==> src/drdac_pkg.sv <==
package drdac_pkg;

  localparam int unsigned CLK_PERIOD_NS = 100;
  localparam int unsigned T_SETUP_NS    = 60;
  localparam int unsigned T_PULSE_NS    = 70;
  localparam int unsigned T_HOLD_NS     = 20;

  // Least times round up, never below one cycle
  function automatic int unsigned ns_to_cyc(input int unsigned ns);
    int unsigned c;
    c = (ns + CLK_PERIOD_NS - 1) / CLK_PERIOD_NS;
    return (c < 1) ? 1 : c;
  endfunction

  localparam int unsigned CNT_W     = 8;
  localparam int unsigned SETUP_CYC = ns_to_cyc(T_SETUP_NS);
  localparam int unsigned PULSE_CYC = ns_to_cyc(T_PULSE_NS);
  localparam int unsigned HOLD_CYC  = ns_to_cyc(T_HOLD_NS);

  localparam int unsigned ADDR_W = 4;
  localparam int unsigned DATA_W = 32;
  localparam int unsigned CODE_W = 16;
  localparam int unsigned BYTE_W = 8;

  localparam logic [ADDR_W-1:0] REG_CTRL   = 4'h0;
  localparam logic [ADDR_W-1:0] REG_CODE   = 4'h1;
  localparam logic [ADDR_W-1:0] REG_CMD    = 4'h2;
  localparam logic [ADDR_W-1:0] REG_STATUS = 4'h3;

  localparam int unsigned CTRL_MODE_LSB      = 0;
  localparam int unsigned CTRL_MODE_W        = 2;
  localparam int unsigned CTRL_LOW_FIRST_BIT = 2;
  localparam int unsigned CTRL_CS_STROBE_BIT = 3;
  localparam int unsigned CTRL_DEFER_BIT     = 4;
  localparam int unsigned CMD_START_BIT      = 0;
  localparam int unsigned CMD_UPDATE_BIT     = 1;
  localparam int unsigned STATUS_BUSY_BIT    = 0;
  localparam int unsigned STATUS_PEND_BIT    = 1;
  localparam int unsigned STATUS_CODE_LSB    = 16;

  typedef enum logic [1:0] {
    MODE_WIDE      = 2'h0,
    MODE_BYTE_SYNC = 2'h1,
    MODE_BYTE_SEP  = 2'h2
  } drdac_mode_e;

  typedef enum logic [3:0] {
    ST_IDLE   = 4'h1,
    ST_SETUP  = 4'h2,
    ST_STROBE = 4'h4,
    ST_HOLD   = 4'h8
  } drdac_state_e;

  typedef struct packed {
    logic [CODE_W-1:0] data;
    logic              cs_n;
    logic              hbe_n;
    logic              lbe_n;
    logic              output_register_load_n_n;
  } drdac_pins_s;

  typedef struct packed {
    logic [ADDR_W-1:0] addr;
    logic [DATA_W-1:0] wdata;
    logic              wr;
    logic              rd;
  } drdac_bus_s;

  typedef struct packed {
    logic hi;
    logic lo;
    logic ld;
    logic last;
  } drdac_phase_s;

  typedef struct packed {
    drdac_state_e      st;
    logic [CNT_W-1:0]  cnt;
    logic [1:0]        phase;
    logic              upd;
    logic              busy;
    logic              pend;
    drdac_mode_e       mode;
    logic              low_first;
    logic              cs_strobe;
    logic              defer;
    logic [CODE_W-1:0] code;
    logic [CODE_W-1:0] shadow;
    logic [DATA_W-1:0] rdata;
    drdac_pins_s       pins;
  } drdac_state_s;

  localparam drdac_pins_s PINS_RST = '{data: 16'h0000, cs_n: 1'b1, hbe_n: 1'b1,
                                       lbe_n: 1'b1, output_register_load_n_n: 1'b1};

  localparam drdac_state_s STATE_RST = '{
    st: ST_IDLE, cnt: 8'h00, phase: 2'h0, upd: 1'b0, busy: 1'b0, pend: 1'b0,
    mode: MODE_BYTE_SEP, low_first: 1'b0, cs_strobe: 1'b0, defer: 1'b0,
    code: 16'h0000, shadow: 16'h0000, rdata: 32'h0000_0000, pins: PINS_RST};

endpackage

==> src/drdac_host.sv <==
// Our own choices: the placing of the registers and the plain strobed port.
`timescale 1ns/1ps
module drdac_host (
  input  wire logic                              clk_in,
  input  wire logic                              arst_n_in,
  input  wire drdac_pkg::drdac_bus_s             bus_in,
  output logic        [drdac_pkg::DATA_W-1:0]    rd_data_out,
  output logic                                   busy_out,
  output drdac_pkg::drdac_pins_s                 dac_pins_out
);

  drdac_pkg::drdac_state_s q;
  drdac_pkg::drdac_state_s n;
  drdac_pkg::drdac_phase_s ph_q;
  drdac_pkg::drdac_phase_s ph_n;
  logic                    act;
  logic                    pulse;
  logic                    cmd_wr;

  // Cycle counts, loaded as count minus one
  localparam logic [drdac_pkg::CNT_W-1:0] CNT_SETUP =
    drdac_pkg::CNT_W'(drdac_pkg::SETUP_CYC - 1);
  localparam logic [drdac_pkg::CNT_W-1:0] CNT_PULSE =
    drdac_pkg::CNT_W'(drdac_pkg::PULSE_CYC - 1);
  localparam logic [drdac_pkg::CNT_W-1:0] CNT_HOLD =
    drdac_pkg::CNT_W'(drdac_pkg::HOLD_CYC - 1);

  ////////////////////////////////////////////////////////////////////////////////
  // Strobe plan for one write cycle of the transfer
  function automatic drdac_pkg::drdac_phase_s plan(
    input drdac_pkg::drdac_mode_e mode,
    input logic                   low_first,
    input logic                   defer,
    input logic                   upd,
    input logic [1:0]             phase
  );
    drdac_pkg::drdac_phase_s p;
    logic                    first_hi;
    p        = '0;
    first_hi = !low_first;
    if (upd)
    begin
      // Load alone, also the shared update of several converters
      p.ld   = 1'b1;
      p.last = 1'b1;
    end
    else
    begin
      unique case (mode)
        drdac_pkg::MODE_WIDE:
        begin
          p.hi   = 1'b1;
          p.lo   = 1'b1;
          p.last = 1'b1;
        end
        drdac_pkg::MODE_BYTE_SYNC:
        begin
          if (phase == 2'h0)
          begin
            p.hi = first_hi;
            p.lo = !first_hi;
          end
          else
          begin
            p.hi   = !first_hi;
            p.lo   = first_hi;
            p.ld   = !defer;
            p.last = 1'b1;
          end
        end
        default:
        begin
          // Separate load cycle after both bytes, left out when defer is set
          if (phase == 2'h0)
          begin
            p.hi = first_hi;
            p.lo = !first_hi;
          end
          else if (phase == 2'h1)
          begin
            p.hi   = !first_hi;
            p.lo   = first_hi;
            p.last = defer;
          end
          else
          begin
            p.ld   = 1'b1;
            p.last = 1'b1;
          end
        end
      endcase
    end
    return p;
  endfunction

  ////////////////////////////////////////////////////////////////////////////////
  // Next state
  always_comb
  begin
    n      = q;
    ph_q   = plan(q.mode, q.low_first, q.defer, q.upd, q.phase);
    cmd_wr = bus_in.wr && (bus_in.addr == drdac_pkg::REG_CMD);

    // Read data stand for exactly the cycle after the strobe
    n.rdata = '0;
    if (bus_in.rd)
    begin
      unique case (bus_in.addr)
        drdac_pkg::REG_CTRL:
        begin
          n.rdata[drdac_pkg::CTRL_MODE_LSB +: drdac_pkg::CTRL_MODE_W] = q.mode;
          n.rdata[drdac_pkg::CTRL_LOW_FIRST_BIT] = q.low_first;
          n.rdata[drdac_pkg::CTRL_CS_STROBE_BIT] = q.cs_strobe;
          n.rdata[drdac_pkg::CTRL_DEFER_BIT]     = q.defer;
        end
        drdac_pkg::REG_CODE:
        begin
          n.rdata[drdac_pkg::CODE_W-1:0] = q.code;
        end
        drdac_pkg::REG_STATUS:
        begin
          n.rdata[drdac_pkg::STATUS_BUSY_BIT] = q.busy;
          n.rdata[drdac_pkg::STATUS_PEND_BIT] = q.pend;
          n.rdata[drdac_pkg::STATUS_CODE_LSB +: drdac_pkg::CODE_W] = q.shadow;
        end
        default:
        begin
          n.rdata = '0;
        end
      endcase
    end

    // Config is frozen while a transfer runs, so the plan cannot shift under it
    if (bus_in.wr && !q.busy && (bus_in.addr == drdac_pkg::REG_CTRL))
    begin
      n.mode = drdac_pkg::drdac_mode_e'(
        bus_in.wdata[drdac_pkg::CTRL_MODE_LSB +: drdac_pkg::CTRL_MODE_W]);
      n.low_first = bus_in.wdata[drdac_pkg::CTRL_LOW_FIRST_BIT];
      n.cs_strobe = bus_in.wdata[drdac_pkg::CTRL_CS_STROBE_BIT];
      n.defer     = bus_in.wdata[drdac_pkg::CTRL_DEFER_BIT];
    end
    if (bus_in.wr && (bus_in.addr == drdac_pkg::REG_CODE))
    begin
      n.code = bus_in.wdata[drdac_pkg::CODE_W-1:0];
    end

    unique case (q.st)
      drdac_pkg::ST_IDLE:
      begin
        if (cmd_wr && bus_in.wdata[drdac_pkg::CMD_START_BIT])
        begin
          n.shadow = q.code;
          n.upd    = 1'b0;
          n.phase  = 2'h0;
          n.busy   = 1'b1;
          n.st     = drdac_pkg::ST_SETUP;
          n.cnt    = CNT_SETUP;
        end
        else if (cmd_wr && bus_in.wdata[drdac_pkg::CMD_UPDATE_BIT] &&
                 (q.mode != drdac_pkg::MODE_WIDE))
        begin
          n.upd   = 1'b1;
          n.phase = 2'h0;
          n.busy  = 1'b1;
          n.st    = drdac_pkg::ST_SETUP;
          n.cnt   = CNT_SETUP;
        end
      end
      drdac_pkg::ST_SETUP:
      begin
        if (q.cnt == '0)
        begin
          n.st  = drdac_pkg::ST_STROBE;
          n.cnt = CNT_PULSE;
        end
        else
        begin
          n.cnt = q.cnt - 1'b1;
        end
      end
      drdac_pkg::ST_STROBE:
      begin
        if (q.cnt == '0)
        begin
          n.st  = drdac_pkg::ST_HOLD;
          n.cnt = CNT_HOLD;
        end
        else
        begin
          n.cnt = q.cnt - 1'b1;
        end
      end
      drdac_pkg::ST_HOLD:
      begin
        if (q.cnt != '0)
        begin
          n.cnt = q.cnt - 1'b1;
        end
        else if (ph_q.last)
        begin
          n.st   = drdac_pkg::ST_IDLE;
          n.busy = 1'b0;
          n.upd  = 1'b0;
          // First rank loaded, DAC register still waiting for the update
          n.pend = !q.upd && q.defer && (q.mode != drdac_pkg::MODE_WIDE);
        end
        else
        begin
          n.phase = q.phase + 2'h1;
          n.st    = drdac_pkg::ST_SETUP;
          n.cnt   = CNT_SETUP;
        end
      end
    endcase

    // Pins follow the next state so they leave straight from flip-flops
    ph_n  = plan(n.mode, n.low_first, n.defer, n.upd, n.phase);
    act   = (n.st != drdac_pkg::ST_IDLE);
    pulse = (n.st == drdac_pkg::ST_STROBE);
    if (n.cs_strobe)
    begin
      // Byte strobes stand as addresses, the select is the strobe
      n.pins.cs_n   = !pulse;
      n.pins.hbe_n  = !(act && ph_n.hi);
      n.pins.lbe_n  = !(act && ph_n.lo);
      n.pins.output_register_load_n_n = !(act && ph_n.ld);
    end
    else
    begin
      // Select is the decoded address, strobes carry the write pulse
      n.pins.cs_n   = !act;
      n.pins.hbe_n  = !(pulse && ph_n.hi);
      n.pins.lbe_n  = !(pulse && ph_n.lo);
      n.pins.output_register_load_n_n = !(pulse && ph_n.ld);
    end
    // Wide mode keeps the second rank transparent
    if (n.mode == drdac_pkg::MODE_WIDE)
    begin
      n.pins.output_register_load_n_n = 1'b0;
    end

    // Data change only in setup, after every strobe has risen
    if (n.st == drdac_pkg::ST_SETUP)
    begin
      if (ph_n.hi && !ph_n.lo)
      begin
        n.pins.data = {n.shadow[drdac_pkg::CODE_W-1 -: drdac_pkg::BYTE_W],
                       n.shadow[drdac_pkg::CODE_W-1 -: drdac_pkg::BYTE_W]};
      end
      else if (ph_n.lo && !ph_n.hi)
      begin
        n.pins.data = {n.shadow[0 +: drdac_pkg::BYTE_W],
                       n.shadow[0 +: drdac_pkg::BYTE_W]};
      end
      else if (!ph_n.ld)
      begin
        n.pins.data = n.shadow;
      end
    end
  end

  ////////////////////////////////////////////////////////////////////////////////
  always_ff @(posedge clk_in or negedge arst_n_in)
  begin
    if (!arst_n_in)
    begin
      q <= drdac_pkg::STATE_RST;
    end
    else
    begin
      q <= n;
    end
  end

  assign rd_data_out  = q.rdata;
  assign busy_out     = q.busy;
  assign dac_pins_out = q.pins;

endmodule

==> config.mk <==
export PLATFORM = sky130hd
export DESIGN_NAME = drdac_host
export DESIGN_NICKNAME = d
export VERILOG_FILES = /design/src/drdac_pkg.sv /design/src/drdac_host.sv
export SDC_FILE = /design/constraint.sdc
export NUM_CORES = 1
export LEC_CHECK = 0
export ABC_CLOCK_PERIOD_IN_PS = 3800
export BUFFER_PORTS_ARGS = -buffer_cell sky130_fd_sc_hd__buf_2
export CAP_MARGIN = 20
export CORE_MARGIN = 3
export CORE_UTILIZATION = 50
export CTS_CLUSTER_DIAMETER = 30
export DETAILED_ROUTE_END_ITERATION = 10
export GPL_TIMING_DRIVEN = 0
export PLACE_DENSITY = 0.73
export SYNTH_ARGS = -nofsm -noshare
export SYNTH_HDL_FRONTEND = slang
export SYNTH_SLANG_ARGS = --single-unit
==> constraint.sdc <==
create_clock -name clk_in -period 3.8 [get_ports clk_in]
set_input_delay 0.38 -clock clk_in [delete_from_list [all_inputs] [get_ports clk_in]]
set_output_delay 0.38 -clock clk_in [all_outputs]
set_load 0.02 [all_outputs]
# == Word-level counts from Yosys, hierarchy flattened ==
# Index checks and enable logic that the tools add are counted.
# word_totals
word_cells,128
reg_bits,106
input_bits,40
output_inout_bits,53
# op_classes
bitwise,1
eq_ne,19
n_mux,44
addsub,2
reduce_logical,44
# op_table
op,count
$mux W16,8
$pmux W12 S4,1
$mux W32,1
$mux W2,9
$logic_and A1 B1 Y1,17
$eq A4 B2 Y1 const B,4
$mux W4,4
$mux W8,2
$logic_not A1 Y1,14
$mux W11,1
$mux W10,1
$mux W5,2
$eq A2 B1 Y1 const B,4
$eq A4 B1 Y1 const B,2
$eq A4 B3 Y1 const B,2
$logic_not A2 Y1,4
$logic_not A8 Y1,1
$pmux W4 S2,1
$reduce_bool A8 Y1,1
$sub A8 B1 Y8 const B,1
$mux W1,7
$ne A3 B3 Y1 const B,2
$pmux W1 S2,3
$pmux W2 S3,1
other kinds (14),17

# == Depth between registers and ports, before layout ==
# Gate-level depths: netlist of run 1.
# logic_depth
word_depth,17
depth_mapped,12
mapped_depth_nobuf,9

# == Least setup slack after synthesis of run 1 ==
# OpenSTA, ideal clock, no wires.
# synth_timing
path_kind,flip-flop to flip-flop
from,reg q[94] in the netlist's numbering
to,"reg q, in the netlist dac_pins_out[10]"
path_stages_with_launch,12
setup_time_ps,76
path_buffers,2
slack_ps,1127
arrival_ps,2597
cell_sequence,dfrtp_1 -> inv_1 -> ha_1 -> nor4b_4 -> nand3_1 -> and3_1 -> or4b_1 -> or3_1 -> buf_6 -> buf_6 -> a31o_1 -> o21ai_1
# synth_via
elab_chain_len,12
# synth_lines
item,line_no,text
start: declaration,drdac_host.sv:12,drdac_pkg::drdac_state_s q;
start signal: assignment,drdac_host.sv:267,q <= drdac_pkg::STATE_RST;
start signal: assignment,drdac_host.sv:271,q <= n;
$reduce_bool A8 Y1,drdac_host.sv:195,if (q.cnt != '0)
$mux W5,drdac_host.sv:195,
$pmux W4 S2,drdac_host.sv:147,unique case (q.st)
$eq A2 B1 Y1,drdac_host.sv:79,else if (phase == 2'h1)
$mux W2,drdac_host.sv:79,
$mux W2,drdac_host.sv:74,if (phase == 2'h0)
$pmux W2 S2,drdac_host.sv:49,unique case (mode)
$mux W2,drdac_host.sv:41,if (upd)
$logic_not A1 Y1 (on tied branches),"drdac_host.sv:245, drdac_host.sv:250",
$logic_and A1 B1 Y1 (on tied branches),"drdac_host.sv:245, drdac_host.sv:250",
$ne A3 B1 Y1 (no source line) / $mux W16 (equally long branches),--,
$reduce_and A2 Y1 (no source line) / $mux W16 (equally long branches),--,
# Several ways; a longest one is shown, not always the timed one. The select of a mux whose other input is x is not followed.
# A chain may end at the register's enable or synchronous reset.

==> results of run 1 <==
## flip-flops by register name, summed over array words and instances, names as in the netlist
| register | count |
|---|---|
| rd_data_out | 32 |
| q | 53 |
| busy_out | 1 |
| dac_pins_out | 20 |
## layout make-up
| cell class | instances | area share |
|---|---|---|
| plain buffers | 74 | 0.0824 |
| clock buffers | 9 | 0.0206 |
| clock inverters | 7 | 0.0108 |
| inverters | 19 | 0.0119 |
| multi-input cells | 295 | 0.334 |
| flip-flops and latches | 106 | 0.443 |
| well taps | 133 | 0.0277 |
| repair buffers | 77 | 0.0692 |
## Yosys cell counts, types with 2 or more instances
| master | number | area (um2) |
|---|---|---|
| mux2_2 | 28 | 315 |
| clkbuf_1 | 16 | 60.1 |
| nand2_1 | 36 | 135 |
| a32o_1 | 2 | 20.0 |
| a22o_1 | 3 | 26.3 |
| a31o_1 | 2 | 17.5 |
| nand3_1 | 6 | 30.0 |
| dfstp_2 | 6 | 158 |
| o21ai_1 | 7 | 35.0 |
| nor4_1 | 8 | 50.1 |
| o21ai_0 | 20 | 100 |
| ha_1 | 3 | 37.5 |
| and3_1 | 4 | 25.0 |
| mux2_4 | 2 | 30.0 |
| a31oi_1 | 2 | 12.5 |
| buf_6 | 2 | 22.5 |
| or3_1 | 3 | 18.8 |
| nor2b_1 | 2 | 12.5 |
| a211oi_1 | 3 | 22.5 |
| nor2_1 | 31 | 116 |
| buf_2 | 2 | 10.0 |
| buf_4 | 53 | 398 |
| inv_1 | 19 | 71.3 |
| a31o_2 | 7 | 61.3 |
| o31ai_1 | 9 | 67.6 |
| a22oi_1 | 2 | 15.0 |
| nand2b_1 | 4 | 25.0 |
| a21oi_1 | 17 | 85.1 |
| a21o_1 | 2 | 15.0 |
| mux2i_1 | 15 | 150 |
| dfrtp_1 | 100 | 2500 |
| o21a_1 | 3 | 22.5 |
| or2_2 | 5 | 31.3 |
| nor3_1 | 14 | 70.1 |
| and2_1 | 28 | 175 |
## path summary, 6_finish.rpt
path	from	endpoint	slack, ps	cells after the start
worst max-delay path	q[102]	dac_pins_out[19]	400	8
worst min-delay path	bus_in[11]	q[77]	240	2
worst max register to register	q[102]	dac_pins_out[19]	400	8
worst min register to register	q[64]	rd_data_out[28]	480	1
max in group asynchronous	arst_n_in	q[88]	2560	3
min in group asynchronous	arst_n_in	q[62]	490	2
## power groups by stage
stage          sequential, mW  combinational [mW]  clock, mW
2_1_floorplan            1.45               0.883          0
3_3_place_gp             1.48                1.15          0
3_5_place_dp             1.49                1.18          0
4_1_cts                  1.47                1.19      0.673
5_1_grt                  1.49                1.30      0.721
6_report                 1.47                1.19      0.653
## logic make-up (layout without fill, tap and decap cells)
family                   after synthesis  count (layout)  synth area share
AO/OA/AOI/OAI                         87              87             0.110
AND/OR/NAND/NOR                      159             159             0.170
XOR/XNOR                               1               1           0.00168
adder cells (fa/ha/maj)                3               3           0.00718
buffers and inverters                 93             186             0.108
flip-flops                           106             106             0.509
multiplexers                          45              45            0.0948
## per-stage QoR
stage	std cells	hold slack (ps)	utilization	instance area [um2]	total power [mW]
detailed placement	703	363	0.583	5800	2.67
CTS	720	225	0.603	6000	3.33
global route	720	216	0.603	6000	3.52
finish	720	238	0.603	6000	3.31
global placement	702	458	0.580	5770	2.63
floorplan	494	84.4	-	5230	2.33
## per-layer routing
metal	part of all wire	wire, um	global-route usage	vias up
li1	-	-	-	1835
met2	0.49	5310	0.317	81
met1	0.46	4970	0.269	1858
met3	0.042	457	0.0358	14
met5	0	0	0	-
met4	0.014	155	0.0559	0
==> flow_summary.yaml, run 1 <==
sta:
  setup_tns_ps: 0
  slew_viol_final: 0
  fin_ws_ps: 399
  min_period_ps: 3400
  worst_pin_slew_ps: 1050
  finClkSkew_ps: 12.5
  fmax_ghz: 0.294
  min_period_over_period: 0.895
  rsz0062_at_grt: "false"
  maxSlewHeadroom: 0.292
  hold_violations: 0
  final-setup-viol-count: 0
power:
  clockPowerShare: 0.197
  p_comb_frac: 0.359
  sw_frac_of_total: 0.367
  power_density_nw_per_um2: 551
  switchingPower_mw: 1.21
  ir_drop_mv: 0.307
  p_leak_nw: 3.12
  pwr-share-seq: 0.444
  intPower_mw: 2.09
die:
  rows: 36
  start_util: 0.525
  die_width_um: 108
  die_area_um2: 11700
  die_h_um: 108
  io_pins: 93
  placeableCoreArea_um2: 9950
place:
  dp_slack_ps: 373
  port_buffers: 75
  place.gp.congestion: 0.889
  dpl.hpwl_um: 8280
logic_synthesis:
  synth-edff-count: 0
  async_flop_share: 1.00
  synth_area_um2: 5230
  yosysWarnings: 0
  syn_avg_cell_area_um2: 10.6
  yosysSeqAreaShare: 0.509
  synthCells: 494
  yosysUniqueCellTypes: 63
  syn_nets: 537
  ys_ff_latch: 106
  synthFlopType: "dfrtp_1"
finish:
  seqCellArea_um2: 2660
  layout-drive-gt1-share: 0.351
  area_delta_synth_final_pct: 14.7
  antenna_cells: 0
  fillers: 857
  fin_nets: 625
  multi_input_area_um2: 2000
  final_cell_mix: "dfrtp_1 (100), buf_2 (76), buf_4 (54)"
  layout_commonest_cell: "dfrtp_1"
clocking:
  cts_hold_buf: 1
  cts_tree: "built"
  cts_sinks: 106
  clockRootBuffer: "clkbuf_8"
  htreeDepth: 3
  insertion_delay_ps: 370
  clk_pin_slew_ps: 110
  postCtsSetupBuffers: 0
  postCtsResizedCells: 0
  cts_made_buffers: 9
  cts_max_path_buffers: 2
worst_setup_path:
  critPathMaxStageDelay_ps: 830
  crit_required_ps: 4040
  crit_buf_inv: 3
  cp_slowest_cell: "nor4_2"
  critical-path-top-delay-family: "simple AND/OR/NAND/NOR gates"
  path_class: "register to register"
  critPathArrivalTime_ps: 3640
  path_cells: "clkbuf_1, nand3_1, nor4_2, buf_2, mux2i_1, inv_1, nor4_1, o31ai_1"
  crit_fanout: 10
  cp-end-kind: "register"
  worstSetupStartpointType: "register"
grt:
  track_usage: 0.195
  antenna_found_initial: 0
  grt_pass1_vias: 3668
  grt_max_degree: 75
  grt_first_pass_wirelength_um: 17900
  grt_overflow: 0
hold_path:
  worstHoldPathType: "primary input to register"
drt:
  drc: 0
  vias: 3788
  ant_nets: 0
  via_per_inst: 5.26
  wl_per_cell_um: 15.1
  drt_iter0_drc: 220
  wl_um: 10900
  drtPass1Iterations: 4
flow_run:
  cap_violations: 0
run_status:
  status: "completed"
Note: power is estimated with default switching activity, not from simulation.
==> inputs of run 2 (changes only) <==
--- a/config.mk
+++ b/config.mk
@@ -13,6 +13,7 @@
 export CTS_CLUSTER_DIAMETER = 30
 export DETAILED_ROUTE_END_ITERATION = 10
 export GPL_TIMING_DRIVEN = 0
+export MAX_ROUTING_LAYER = met4
 export PLACE_DENSITY = 0.73
 export SYNTH_ARGS = -nofsm -noshare
 export SYNTH_HDL_FRONTEND = slang
==> run 2 against run 1 <==
Compared with the run above: sequential share of layout area decreased by 0.14 points; flip-flop and latch count unchanged; critical endpoint unchanged; fmax increased by 0.26%; critical path type unchanged; largest cell class unchanged.
==> flow_summary.yaml, run 2 (same netlist as run 1, synthesis figures left out) <==
sta:
  min_period_over_period: 0.893
  final-setup-viol-count: 0
  setup_tns_ps: 0
  fmax_ghz: 0.295
  finClkSkew_ps: 14.7
  min_period_ps: 3390
  worst_pin_slew_ps: 1060
  rsz0062_at_grt: "false"
  hold_violations: 0
  slew_viol_final: 0
  maxSlewHeadroom: 0.291
  fin_ws_ps: 407
power:
  ir_drop_mv: 0.319
  p_leak_nw: 3.14
  power_density_nw_per_um2: 563
place:
  port_buffers: 75
  dp_slack_ps: 426
  dpl.hpwl_um: 8230
  place.gp.congestion: 0.911
hold_path:
  worstHoldPathType: "primary input to register"
drt:
  wl_um: 10900
  ant_nets: 0
  via_per_inst: 5.28
  drt_iter0_drc: 176
  wl_met1_um: 4960
  wl_met2_um: 5320
  drc: 0
  vias: 3799
  wl_per_cell_um: 15.2
  dr_wl_met3_um: 534
  top_layer: "met4"
  drtPass1Iterations: 4
flow_run:
  cap_violations: 0
clocking:
  postCtsSetupBuffers: 0
  cts_tree: "built"
  clockRootBuffer: "clkbuf_8"
  cts_sinks: 106
  cts_max_path_buffers: 2
  cts_made_buffers: 9
  cts_hold_buf: 1
  insertion_delay_ps: 370
  clk_pin_slew_ps: 110
  postCtsResizedCells: 0
  htreeDepth: 3
finish:
  final_cell_mix: "dfrtp_1 (100), buf_2 (76), buf_4 (54)"
  antenna_cells: 0
  layout_commonest_cell: "dfrtp_1"
  largest-register: "q"
  largest_register_ffs: 53
  layout-drive-gt1-share: 0.351
  fin_nets: 625
  area_delta_synth_final_pct: 15.1
die:
  die_h_um: 108
  start_util: 0.525
  die_area_um2: 11700
  io_pins: 93
  die_width_um: 108
  placeableCoreArea_um2: 9950
  rows: 36
run_status:
  status: "completed"
worst_setup_path:
  worstSetupStartpointType: "register"
  path_class: "register to register"
  critPathArrivalTime_ps: 3630
  crit_fanout: 10
  crit_required_ps: 4030
  cp_slowest_cell: "nor4_2"
  cp-end-kind: "register"
  path_cells: "clkbuf_1, nand3_1, nor4_2, buf_2, mux2i_1, inv_1, nor4_1, o31ai_1"
  critPathMaxStageDelay_ps: 830
grt:
  antenna_found_initial: 0
  grt_max_degree: 65
  track_usage: 0.199
  grt_first_pass_wirelength_um: 17800
  grt_pass1_vias: 3606
  grt_overflow: 0
## run 2: per-stage QoR
step	power, mW	hold WS, ps	instance area (um2)	utilization	cells
floorplan	2.33	84.4	5230	-	494
global placement	2.63	458	5770	0.580	702
detailed placement	2.67	401	5800	0.583	703
CTS	3.40	223	6020	0.605	720
global route	3.59	220	6020	0.605	720
finish	3.39	234	6020	0.605	720
## run 2: path summary, 6_finish.rpt
check                                 from               end  slack (ps)  cells past startpoint
min in group asynchronous        arst_n_in             q[80]         530                      2
worst min-delay path            bus_in[11]             q[77]         230                      2
max in group asynchronous        arst_n_in             q[88]        2550                      3
worst min register to register       q[65]   rd_data_out[29]         460                      1
worst max-delay path                q[102]  dac_pins_out[19]         410                      8
worst max register to register      q[102]  dac_pins_out[19]         410                      8
## run 2: report_power, final
part,leakage (nW),switching (mW),internal (mW)
Clock,0.108,0.410,0.319
Sequential,1.41,0.132,1.34
Combinational,1.62,0.685,0.506
## run 2: final cells by class
class	count	area, um2
fillers	837	3940
multi-input cells	295	2000
inverters	19	71.3
plain buffers	74	494
clock inverters	7	83.8
flip-flops and latches	106	2660
repair buffers	77	415
clock buffers	9	124
well taps	133	166
## run 2: worst max-delay path, delay by kind of cell, from the launching register on
family                 cells  cell delay [ps]
multiplexers               1              340
buffers and inverters      3              870
AND/OR/NAND/NOR            3             1360
flip-flops                 1              560
AO/OA/AOI/OAI              1              130
## run 2: per-layer routing
metal  GRT usage  up-vias
li1            -     1844
met2       0.324      105
met5           -        -
met1       0.261     1836
met3      0.0340       14
met4      0.0514        0
